===== config.mk =====
export PLATFORM = sky130hd
export DESIGN_NAME = synth_ctl
export DESIGN_NICKNAME = d
export VERILOG_FILES = /design/src/core/synth_ctl_pkg.sv /design/src/core/synth_ctl.sv
export SDC_FILE = /design/constraint.sdc
export NUM_CORES = 1
export LEC_CHECK = 0
export BUFFER_PORTS_ARGS = -buffer_cell sky130_fd_sc_hd__buf_2
export CAP_MARGIN = 10
export CORE_ASPECT_RATIO = 0.6
export CORE_MARGIN = 8
export CORE_UTILIZATION = 35
export DETAILED_ROUTE_END_ITERATION = 16
export PLACE_DENSITY = 0.63
export SYNTH_ARGS = -nofsm -noshare
export SYNTH_HDL_FRONTEND = slang
export SYNTH_SLANG_ARGS = --single-unit

===== constraint.sdc =====
create_clock -name core_clk_i -period 1.9 [get_ports core_clk_i]
set_input_delay 0.19 -clock core_clk_i [delete_from_list [all_inputs] [get_ports core_clk_i]]
set_output_delay 0.19 -clock core_clk_i [all_outputs]
set_load 0.005 [all_outputs]

===== src/core/synth_ctl_pkg.sv =====
package synth_ctl_pkg;

   // ************************************************************
   // Register offsets
   // ************************************************************
   localparam logic [7:0] OFS_SOFT_RESET  = 8'h00;
   localparam logic [7:0] OFS_CLK_SOURCE  = 8'h53;
   localparam logic [7:0] OFS_REF_LOW     = 8'h54;
   localparam logic [7:0] OFS_REF_HIGH    = 8'h55;
   localparam logic [7:0] OFS_FB_LOW      = 8'h56;
   localparam logic [7:0] OFS_FB_HIGH     = 8'h57;
   localparam logic [7:0] OFS_PUMP        = 8'h58;
   localparam logic [7:0] OFS_MASTER_EN   = 8'h59;
   localparam logic [7:0] OFS_FILT_RES    = 8'h5A;
   localparam logic [7:0] OFS_FILT_CAP3   = 8'h5B;
   localparam logic [7:0] OFS_FILT_CAP1   = 8'h5C;
   localparam logic [7:0] OFS_FILT_CAP2   = 8'h5D;
   localparam logic [7:0] OFS_OUT_BIAS_EN = 8'h5F;
   localparam logic [7:0] OFS_CAL_TRIG    = 8'h6B;
   localparam logic [7:0] OFS_CLK_GATE    = 8'h6D;
   localparam logic [7:0] OFS_STATUS      = 8'hD1;

   // ************************************************************
   // Field positions
   // ************************************************************
   localparam int BIT_SOFT_RESET   = 0;
   localparam int BIT_CLK_SOURCE   = 0;
   localparam int BIT_SYNTH_EN     = 0;
   localparam int BIT_REFDIV_EN    = 1;
   localparam int BIT_OUT_EN       = 0;
   localparam int BIT_BIAS_EN      = 1;
   localparam int BIT_CAL_TRIG     = 0;
   localparam int BIT_CLK_GATE     = 0;
   localparam int LSB_DATA_DELAY   = 1;
   localparam int LSB_OUT_DIV      = 4;
   localparam int BIT_STAT_CAL_OK  = 0;
   localparam int BIT_STAT_DRIFT_L = 1;
   localparam int BIT_STAT_DRIFT_H = 2;

   // ************************************************************
   // Reset values
   // ************************************************************
   localparam logic [7:0] RST_REG     = 8'h00;
   localparam logic [7:0] RST_REF_LOW = 8'h01;
   localparam logic [7:0] RST_FB_LOW  = 8'h01;
   localparam logic [7:0] RST_PUMP    = 8'h04;

   // ************************************************************
   // Calibration sequencer states
   // ************************************************************
   typedef enum logic [1:0] {
      CAL_IDLE  = 2'b00,
      CAL_START = 2'b01,
      CAL_WAIT  = 2'b10
   } cal_state_e;

endpackage


===== src/core/synth_ctl.sv =====
// Decided for this implementation: the plain strobed port.
`timescale 1ns/10ps

// Summary of operation
// - Reference divisor R is a 10-bit field accepting 1 through 1023.
// - Feedback divisor N is a 12-bit field accepting 1 through 4095.
// - Sampling clock is oscillator divided by the 4-bit output divisor field.
// - Locked oscillator runs at reference times N over R.
// - 4-bit pump code sets bias current, 25 uA steps, 25 to 400 uA.
// - Trigger bit 0-to-1 write starts calibration; status bit shows calibration done.
// - Leaving soft reset starts a calibration automatically.
// - Two read-only drift flags, low and high side, sit in status.
// - Synth and reference-divider enables share one register; output and bias another.
// - Synthesized clock reaches converter only while gate enable bit is 1.
// - 3-bit field delays data output clock in oscillator cycles, up to seven.
// - 5-bit resistor and three capacitor codes, each in own register.
// - R split over two byte registers, N over next two, output divisor shares.
// - Clock-source bit 1 takes sampling clock from the synthesizer.
module synth_ctl (
   // Clock and reset
   input  wire logic        core_clk_i,
   input  wire logic        rstn_i,
   // Register port
   input  wire logic [7:0]  reg_addr_i,
   input  wire logic [7:0]  reg_wdata_i,
   input  wire logic        reg_wr_i,
   input  wire logic        reg_rd_i,
   output logic      [7:0]  reg_rdata_o,
   // Analog synthesizer status, asynchronous
   input  wire logic        cal_done_i,
   input  wire logic        drift_low_i,
   input  wire logic        drift_high_i,
   // Divider and loop settings
   output logic      [9:0]  ref_divisor_o,
   output logic      [11:0] feedback_divisor_o,
   output logic      [3:0]  output_divisor_o,
   output logic      [3:0]  pump_current_code_o,
   output logic      [4:0]  filter_resistor_code_o,
   output logic      [4:0]  filter_cap_one_code_o,
   output logic      [4:0]  filter_cap_two_code_o,
   output logic      [4:0]  filter_cap_three_code_o,
   // Enables and clock steering
   output logic             synth_enable_o,
   output logic             ref_divisor_enable_o,
   output logic             synth_output_enable_o,
   output logic             synth_bias_enable_o,
   output logic             sample_clk_gate_o,
   output logic      [2:0]  data_clock_delay_cycles_o,
   output logic             sample_clk_from_synth_o,
   // Soft reset and calibration
   output logic             soft_reset_o,
   output logic             cal_start_o,
   output logic             cal_busy_o
);

   // ************************************************************
   // State
   // ************************************************************
   typedef struct packed {
      logic [7:0]                 soft_rst;
      logic [7:0]                 clk_src;
      logic [7:0]                 ref_low;
      logic [7:0]                 ref_high;
      logic [7:0]                 fb_low;
      logic [7:0]                 fb_high;
      logic [7:0]                 pump;
      logic [7:0]                 master_en;
      logic [7:0]                 filt_res;
      logic [7:0]                 filt_cap3;
      logic [7:0]                 filt_cap1;
      logic [7:0]                 filt_cap2;
      logic [7:0]                 out_bias_en;
      logic [7:0]                 cal_trig;
      logic [7:0]                 clk_gate;
      logic [7:0]                 rdata;
      logic [2:0]                 done_sync;
      logic [1:0]                 drl_sync;
      logic [1:0]                 drh_sync;
      logic                       cal_ok;
      synth_ctl_pkg::cal_state_e  cal_state;
   } state_s;

   state_s st_ff;
   state_s nxt_st;

   logic       trig_rise;
   logic       srst_exit;
   logic       done_rise;
   logic [7:0] status_byte;

   // ************************************************************
   // Event detection
   // ************************************************************
   // Edges are taken from the written data against the held bit, so a
   // write of the same value twice never restarts calibration
   always_comb begin
      trig_rise = reg_wr_i && (reg_addr_i == synth_ctl_pkg::OFS_CAL_TRIG)
                  && reg_wdata_i[synth_ctl_pkg::BIT_CAL_TRIG]
                  && !st_ff.cal_trig[synth_ctl_pkg::BIT_CAL_TRIG];
      srst_exit = reg_wr_i && (reg_addr_i == synth_ctl_pkg::OFS_SOFT_RESET)
                  && !reg_wdata_i[synth_ctl_pkg::BIT_SOFT_RESET]
                  && st_ff.soft_rst[synth_ctl_pkg::BIT_SOFT_RESET];
      // Second and third stages only; first stage feeds the second alone
      done_rise = st_ff.done_sync[1] && !st_ff.done_sync[2];
   end

   // Status byte: done flag plus synchronised drift levels
   always_comb begin
      status_byte = 8'h00;
      status_byte[synth_ctl_pkg::BIT_STAT_CAL_OK]  = st_ff.cal_ok
                  && (st_ff.cal_state == synth_ctl_pkg::CAL_IDLE);
      status_byte[synth_ctl_pkg::BIT_STAT_DRIFT_L] = st_ff.drl_sync[1];
      status_byte[synth_ctl_pkg::BIT_STAT_DRIFT_H] = st_ff.drh_sync[1];
   end

   // ************************************************************
   // Next state
   // ************************************************************
   always_comb begin
      nxt_st = st_ff;
      // Two-flop synchronisers, done has a third stage for the edge
      nxt_st.done_sync = {st_ff.done_sync[1:0], cal_done_i};
      nxt_st.drl_sync  = {st_ff.drl_sync[0], drift_low_i};
      nxt_st.drh_sync  = {st_ff.drh_sync[0], drift_high_i};

      // Register writes; unmapped and read-only offsets are ignored
      if (reg_wr_i) begin
         case (reg_addr_i)
            synth_ctl_pkg::OFS_SOFT_RESET:  nxt_st.soft_rst    = reg_wdata_i;
            synth_ctl_pkg::OFS_CLK_SOURCE:  nxt_st.clk_src     = reg_wdata_i;
            synth_ctl_pkg::OFS_REF_LOW:     nxt_st.ref_low     = reg_wdata_i;
            synth_ctl_pkg::OFS_REF_HIGH:    nxt_st.ref_high    = reg_wdata_i;
            synth_ctl_pkg::OFS_FB_LOW:      nxt_st.fb_low      = reg_wdata_i;
            synth_ctl_pkg::OFS_FB_HIGH:     nxt_st.fb_high     = reg_wdata_i;
            synth_ctl_pkg::OFS_PUMP:        nxt_st.pump        = reg_wdata_i;
            synth_ctl_pkg::OFS_MASTER_EN:   nxt_st.master_en   = reg_wdata_i;
            synth_ctl_pkg::OFS_FILT_RES:    nxt_st.filt_res    = reg_wdata_i;
            synth_ctl_pkg::OFS_FILT_CAP3:   nxt_st.filt_cap3   = reg_wdata_i;
            synth_ctl_pkg::OFS_FILT_CAP1:   nxt_st.filt_cap1   = reg_wdata_i;
            synth_ctl_pkg::OFS_FILT_CAP2:   nxt_st.filt_cap2   = reg_wdata_i;
            synth_ctl_pkg::OFS_OUT_BIAS_EN: nxt_st.out_bias_en = reg_wdata_i;
            synth_ctl_pkg::OFS_CAL_TRIG:    nxt_st.cal_trig    = reg_wdata_i;
            synth_ctl_pkg::OFS_CLK_GATE:    nxt_st.clk_gate    = reg_wdata_i;
            default: ;
         endcase
      end

      // Read data stands one cycle after the strobe, zero when idle
      nxt_st.rdata = 8'h00;
      if (reg_rd_i) begin
         case (reg_addr_i)
            synth_ctl_pkg::OFS_SOFT_RESET:  nxt_st.rdata = st_ff.soft_rst;
            synth_ctl_pkg::OFS_CLK_SOURCE:  nxt_st.rdata = st_ff.clk_src;
            synth_ctl_pkg::OFS_REF_LOW:     nxt_st.rdata = st_ff.ref_low;
            synth_ctl_pkg::OFS_REF_HIGH:    nxt_st.rdata = st_ff.ref_high;
            synth_ctl_pkg::OFS_FB_LOW:      nxt_st.rdata = st_ff.fb_low;
            synth_ctl_pkg::OFS_FB_HIGH:     nxt_st.rdata = st_ff.fb_high;
            synth_ctl_pkg::OFS_PUMP:        nxt_st.rdata = st_ff.pump;
            synth_ctl_pkg::OFS_MASTER_EN:   nxt_st.rdata = st_ff.master_en;
            synth_ctl_pkg::OFS_FILT_RES:    nxt_st.rdata = st_ff.filt_res;
            synth_ctl_pkg::OFS_FILT_CAP3:   nxt_st.rdata = st_ff.filt_cap3;
            synth_ctl_pkg::OFS_FILT_CAP1:   nxt_st.rdata = st_ff.filt_cap1;
            synth_ctl_pkg::OFS_FILT_CAP2:   nxt_st.rdata = st_ff.filt_cap2;
            synth_ctl_pkg::OFS_OUT_BIAS_EN: nxt_st.rdata = st_ff.out_bias_en;
            synth_ctl_pkg::OFS_CAL_TRIG:    nxt_st.rdata = st_ff.cal_trig;
            synth_ctl_pkg::OFS_CLK_GATE:    nxt_st.rdata = st_ff.clk_gate;
            synth_ctl_pkg::OFS_STATUS:      nxt_st.rdata = status_byte;
            default:                        nxt_st.rdata = 8'h00;
         endcase
      end

      // Calibration sequencer; a new request while busy is dropped since
      // the analog loop cannot restart mid-sequence
      case (st_ff.cal_state)
         synth_ctl_pkg::CAL_IDLE: begin
            if (trig_rise || srst_exit) begin
               nxt_st.cal_state = synth_ctl_pkg::CAL_START;
               nxt_st.cal_ok    = 1'b0;
            end
         end
         synth_ctl_pkg::CAL_START: begin
            nxt_st.cal_state = synth_ctl_pkg::CAL_WAIT;
         end
         synth_ctl_pkg::CAL_WAIT: begin
            if (done_rise) begin
               nxt_st.cal_state = synth_ctl_pkg::CAL_IDLE;
               nxt_st.cal_ok    = 1'b1;
            end
         end
         default: begin
            nxt_st.cal_state = synth_ctl_pkg::CAL_IDLE;
         end
      endcase
   end

   // ************************************************************
   // State register
   // ************************************************************
   always_ff @(posedge core_clk_i or negedge rstn_i) begin
      if (!rstn_i) begin
         st_ff             <= '0;
         st_ff.ref_low     <= synth_ctl_pkg::RST_REF_LOW;
         st_ff.fb_low      <= synth_ctl_pkg::RST_FB_LOW;
         st_ff.pump        <= synth_ctl_pkg::RST_PUMP;
         st_ff.soft_rst    <= synth_ctl_pkg::RST_REG;
         st_ff.cal_state   <= synth_ctl_pkg::CAL_IDLE;
      end else begin
         st_ff <= nxt_st;
      end
   end

   // ************************************************************
   // Outputs
   // ************************************************************
   // Divider fields; the analog dividers treat the code as the integer divisor
   assign ref_divisor_o       = {st_ff.ref_high[1:0], st_ff.ref_low};
   assign feedback_divisor_o  = {st_ff.fb_high[3:0], st_ff.fb_low};
   assign output_divisor_o    = st_ff.ref_high[synth_ctl_pkg::LSB_OUT_DIV +: 4];
   assign pump_current_code_o = st_ff.pump[3:0];

   // Loop filter codes
   assign filter_resistor_code_o   = st_ff.filt_res[4:0];
   assign filter_cap_one_code_o    = st_ff.filt_cap1[4:0];
   assign filter_cap_two_code_o    = st_ff.filt_cap2[4:0];
   assign filter_cap_three_code_o  = st_ff.filt_cap3[4:0];

   // Enables and clock steering
   assign synth_enable_o            = st_ff.master_en[synth_ctl_pkg::BIT_SYNTH_EN];
   assign ref_divisor_enable_o      = st_ff.master_en[synth_ctl_pkg::BIT_REFDIV_EN];
   assign synth_output_enable_o     = st_ff.out_bias_en[synth_ctl_pkg::BIT_OUT_EN];
   assign synth_bias_enable_o       = st_ff.out_bias_en[synth_ctl_pkg::BIT_BIAS_EN];
   assign sample_clk_gate_o         = st_ff.clk_gate[synth_ctl_pkg::BIT_CLK_GATE];
   assign data_clock_delay_cycles_o = st_ff.clk_gate[synth_ctl_pkg::LSB_DATA_DELAY +: 3];
   assign sample_clk_from_synth_o   = st_ff.clk_src[synth_ctl_pkg::BIT_CLK_SOURCE];

   // Soft reset level and calibration handshake
   assign soft_reset_o = st_ff.soft_rst[synth_ctl_pkg::BIT_SOFT_RESET];
   assign cal_start_o  = (st_ff.cal_state == synth_ctl_pkg::CAL_START);
   assign cal_busy_o   = (st_ff.cal_state != synth_ctl_pkg::CAL_IDLE);
   assign reg_rdata_o  = st_ff.rdata;
endmodule // synth_ctl


==> flow_metrics.py <==
metrics = {
    "status": {
        "status": "complete, no violations",
    },
    "synth": {
        "ys_seq_elements": 138,
        "syn_inst": 568,
        "synth_warnings": 0,
        "synth_edf_count": 0,
        "yosys-top-cells-count": "dfrtp_1, mux2_2, buf_4, nand2_1, o21ai_0",
        "ys_seq_area_share_pct": 49.8,
        "ys_top_cells_by_area": "dfrtp_1, mux2_2, buf_4, nand2_1, a22oi_1",
        "yosysUniqueCellTypes": 62,
        "syn_area_per_cell_um2": 12.2,
        "syn_nets": 591,
        "synth_top_flop_cell": "dfrtp_1",
        "synth_top_area_share_pct": 48.7,
        "syn_area_um2": 6940,
        "synth_most_common_cell": "dfrtp_1",
        "synth_top_area_cell": "dfrtp_1",
        "async_reset_ff_share_pct": 100,
    },
    "timing": {
        "rsz0062_at_grt": "no",
        "hold_ws_ns": 0.0232,
        "fin_crit_sh_pct": 89.4,
        "finalSetupTns_ns": 0,
        "setup_viol": 0,
        "hold_viol": 0,
        "clock_skew_ns": 0.00756,
        "finalMaxSlewViolations": 0,
        "post-route-min-period_ns": 1.70,
        "worst_pin_slew_ns": 0.527,
        "slew-limit-headroom_pct": 64.8,
        "fmax_ghz": 0.589,
    },
    "die": {
        "ios": 93,
        "rows": 40,
        "initial_core_util_pct": 35.2,
        "coreArea_um2": 19700,
        "dieArea_um2": 24700,
        "die_h_um": 125,
        "die_w_um": 198,
    },
    "placement": {
        "dp_cells": 902,
        "post-dp-hpwl_um": 16300,
        "gp_congestion": 0.942,
        "dpl_cell_area_um2": 7620,
        "io_buffer_count": 92,
    },
    "clock_network": {
        "clk_pin_slew_ns": 0.07,
        "htree_levels": 4,
        "cts_num_sinks": 138,
        "cts_made_buffers": 17,
        "cts-root-buf": "clkbuf_16",
        "post_cts_buffers": 0,
        "clk_latency_ns": 0.42,
        "clk_path_buf_depth": 2,
        "tritoncts": "yes",
    },
    "run": {
        "maxCapViolCount": 0,
    },
    "min_path": {
        "hp-class": "in2reg",
        "min_path_cells": 2,
    },
    "setup_path": {
        "r2r_cells": 5,
        "cp.depth": 5,
        "crit_arrival_ns": 1.99,
        "crit_buf_inv": 0,
        "start_kind": "flop",
        "slowest_delay_ns": 0.49,
        "worstSetupPathType": "reg2reg",
        "cp_max_fo": 3,
        "cp_cell_sequence": "mux4_2 -> a222oi_1 -> nor2_1 -> a211oi_1 -> a21oi_1",
        "crit_family": "compound AO/OA/AOI/OAI gates",
        "cpMaxStageDelayCell": "mux4_2",
        "critPathRequiredTime_ns": 2.19,
        "cp-end-kind": "flop",
    },
    "routing": {
        "vias": 5056,
        "dr.first_iter.drc_count": 348,
        "drc": 0,
        "drtAntennaViolNets": 0,
        "wl_per_cell_um": 23.0,
        "firstDrtPassIters": 5,
        "viasPerCell": 5.39,
        "finalWirelength_um": 21500,
    },
    "pwr": {
        "powerDensity_nw_per_um2": 895,
        "max-vdd-ir-drop_uv": 610,
        "cellLeakagePower_nw": 4.04,
    },
    "layout": {
        "drive_gt1_share_pct": 49.3,
        "instances_no_fill": 938,
        "fin_nets": 675,
        "stdcell_area_um2": 8310,
        "synthToLayoutAreaGrowth_pct": 19.8,
        "final_util_pct": 42.1,
        "diodes": 0,
    },
    "global_routing": {
        "grt_start_max_net_pins": 46,
        "grt.overflow.total": 0,
        "grtUsageTotal_pct": 17.5,
        "grt_pass1_vias": 5302,
        "antenna_found_initial": 0,
        "grt_pass1_wl_um": 33100,
    },
}
[cell type report]
class	instances	area, µm²
clock buffer	18	439
clock inverter	14	210
fill	1890	11400
inverter	5	18.8
multi-input combinational	332	2820
sequential	138	3460
tap	273	342
timing repair buffer	158	1020
[state kept, by name, summed over array words and instances (netlist names)]
| signal | count |
|---|---|
| sample_clk_from_synth_o | 1 |
| filter_resistor_code_o | 5 |
| ref_divisor_enable_o | 1 |
| synth_output_enable_o | 1 |
| feedback_divisor_o | 12 |
| filter_cap_one_code_o | 5 |
| nxt_st | 4 |
| soft_reset_o | 1 |
| filter_cap_two_code_o | 5 |
| synth_enable_o | 1 |
| st_ff | 66 |
| data_clock_delay_cycles_o | 3 |
| output_divisor_o | 4 |
| pump_current_code_o | 4 |
| sample_clk_gate_o | 1 |
| ref_divisor_o | 10 |
| synth_bias_enable_o | 1 |
| reg_rdata_o | 8 |
| filter_cap_three_code_o | 5 |
[worst paths after layout]
check,start,slack [ns],endpoint
setup / recovery,feedback_divisor_o[4]$_DFFE_PN0P_,0.20,reg_rdata_o[4]$_DFF_PN0_
hold / removal,reg_wdata_i[0],0.02,filter_resistor_code_o[0]$_DFFE_PN0P_
setup reg to reg,feedback_divisor_o[4]$_DFFE_PN0P_,0.20,reg_rdata_o[4]$_DFF_PN0_
hold reg to reg,nxt_st[8]$_DFF_PN0_,0.34,nxt_st[9]$_DFF_PN0_
max in group asynchronous,rstn_i,1.04,filter_cap_two_code_o[3]$_DFFE_PN0P_
min in group asynchronous,rstn_i,0.25,pump_current_code_o[0]$_DFFE_PN0P_
[per-layer routing]
layer | GRT usage (%) | vias to the layer above | routed length (µm) | part of all wire, %
met3 | 5.89 | 24 | 2120 | 9.8
met4 | 4.55 | 0 | 248 | 1.2
met5 | 0 | - | 0 | 0
met2 | 24.8 | 223 | 8980 | 42
li1 | - | 2195 | - | -
met1 | 24.9 | 2614 | 10200 | 47
[through the flow]
step                setup WS [ns]  power (mW)
floorplan                   0.331        3.55
global placement         -0.00531        3.81
detailed placement        0.00283        3.83
CTS                         0.197        7.51
global route               0.0752        7.69
finish                      0.201        7.44
[placed cells by master (no fill, tap or decap), drive strengths merged, types with 4 or more instances in the layout]
master / count
nor2: 13
nand2: 40
inv: 9
bufinv: 4
mux2: 110
clkbuf: 18
dfrtp: 135
nand3: 18
nor2b: 10
clkinv: 4
nor3: 10
a21oi: 9
and3: 4
a221oi: 5
buf: 154
mux2i: 8
dlygate4sd3: 4
o21ai: 22
a22oi: 15
a31oi: 7
a22o: 11
[cell families (layout without fill, tap and decap cells)]
logic type | count (synthesis) | count (layout) | share of synthesized area (%)
simple gates | 116 | 116 | 10.7
buf+inv | 98 | 195 | 9.50
flops | 138 | 138 | 49.8
mux | 121 | 121 | 20.0
compound gates | 95 | 95 | 10.0
[where the power goes]
part / internal [mW] / leakage (nW) / switching [mW]
clock network: 2.27 / 0.312 / 1.39
logic: 0.262 / 1.85 / 0.348
registers: 3.07 / 1.88 / 0.102
[what timing repair did]
action / in CTS / in global routing
hold buffers: 4 / 0
gates resized for setup: 0 / 0
endpoints found under the setup margin: 0 / 0
hold endpoints to repair: 39 / 0
(Power assumes the default switching activity.)
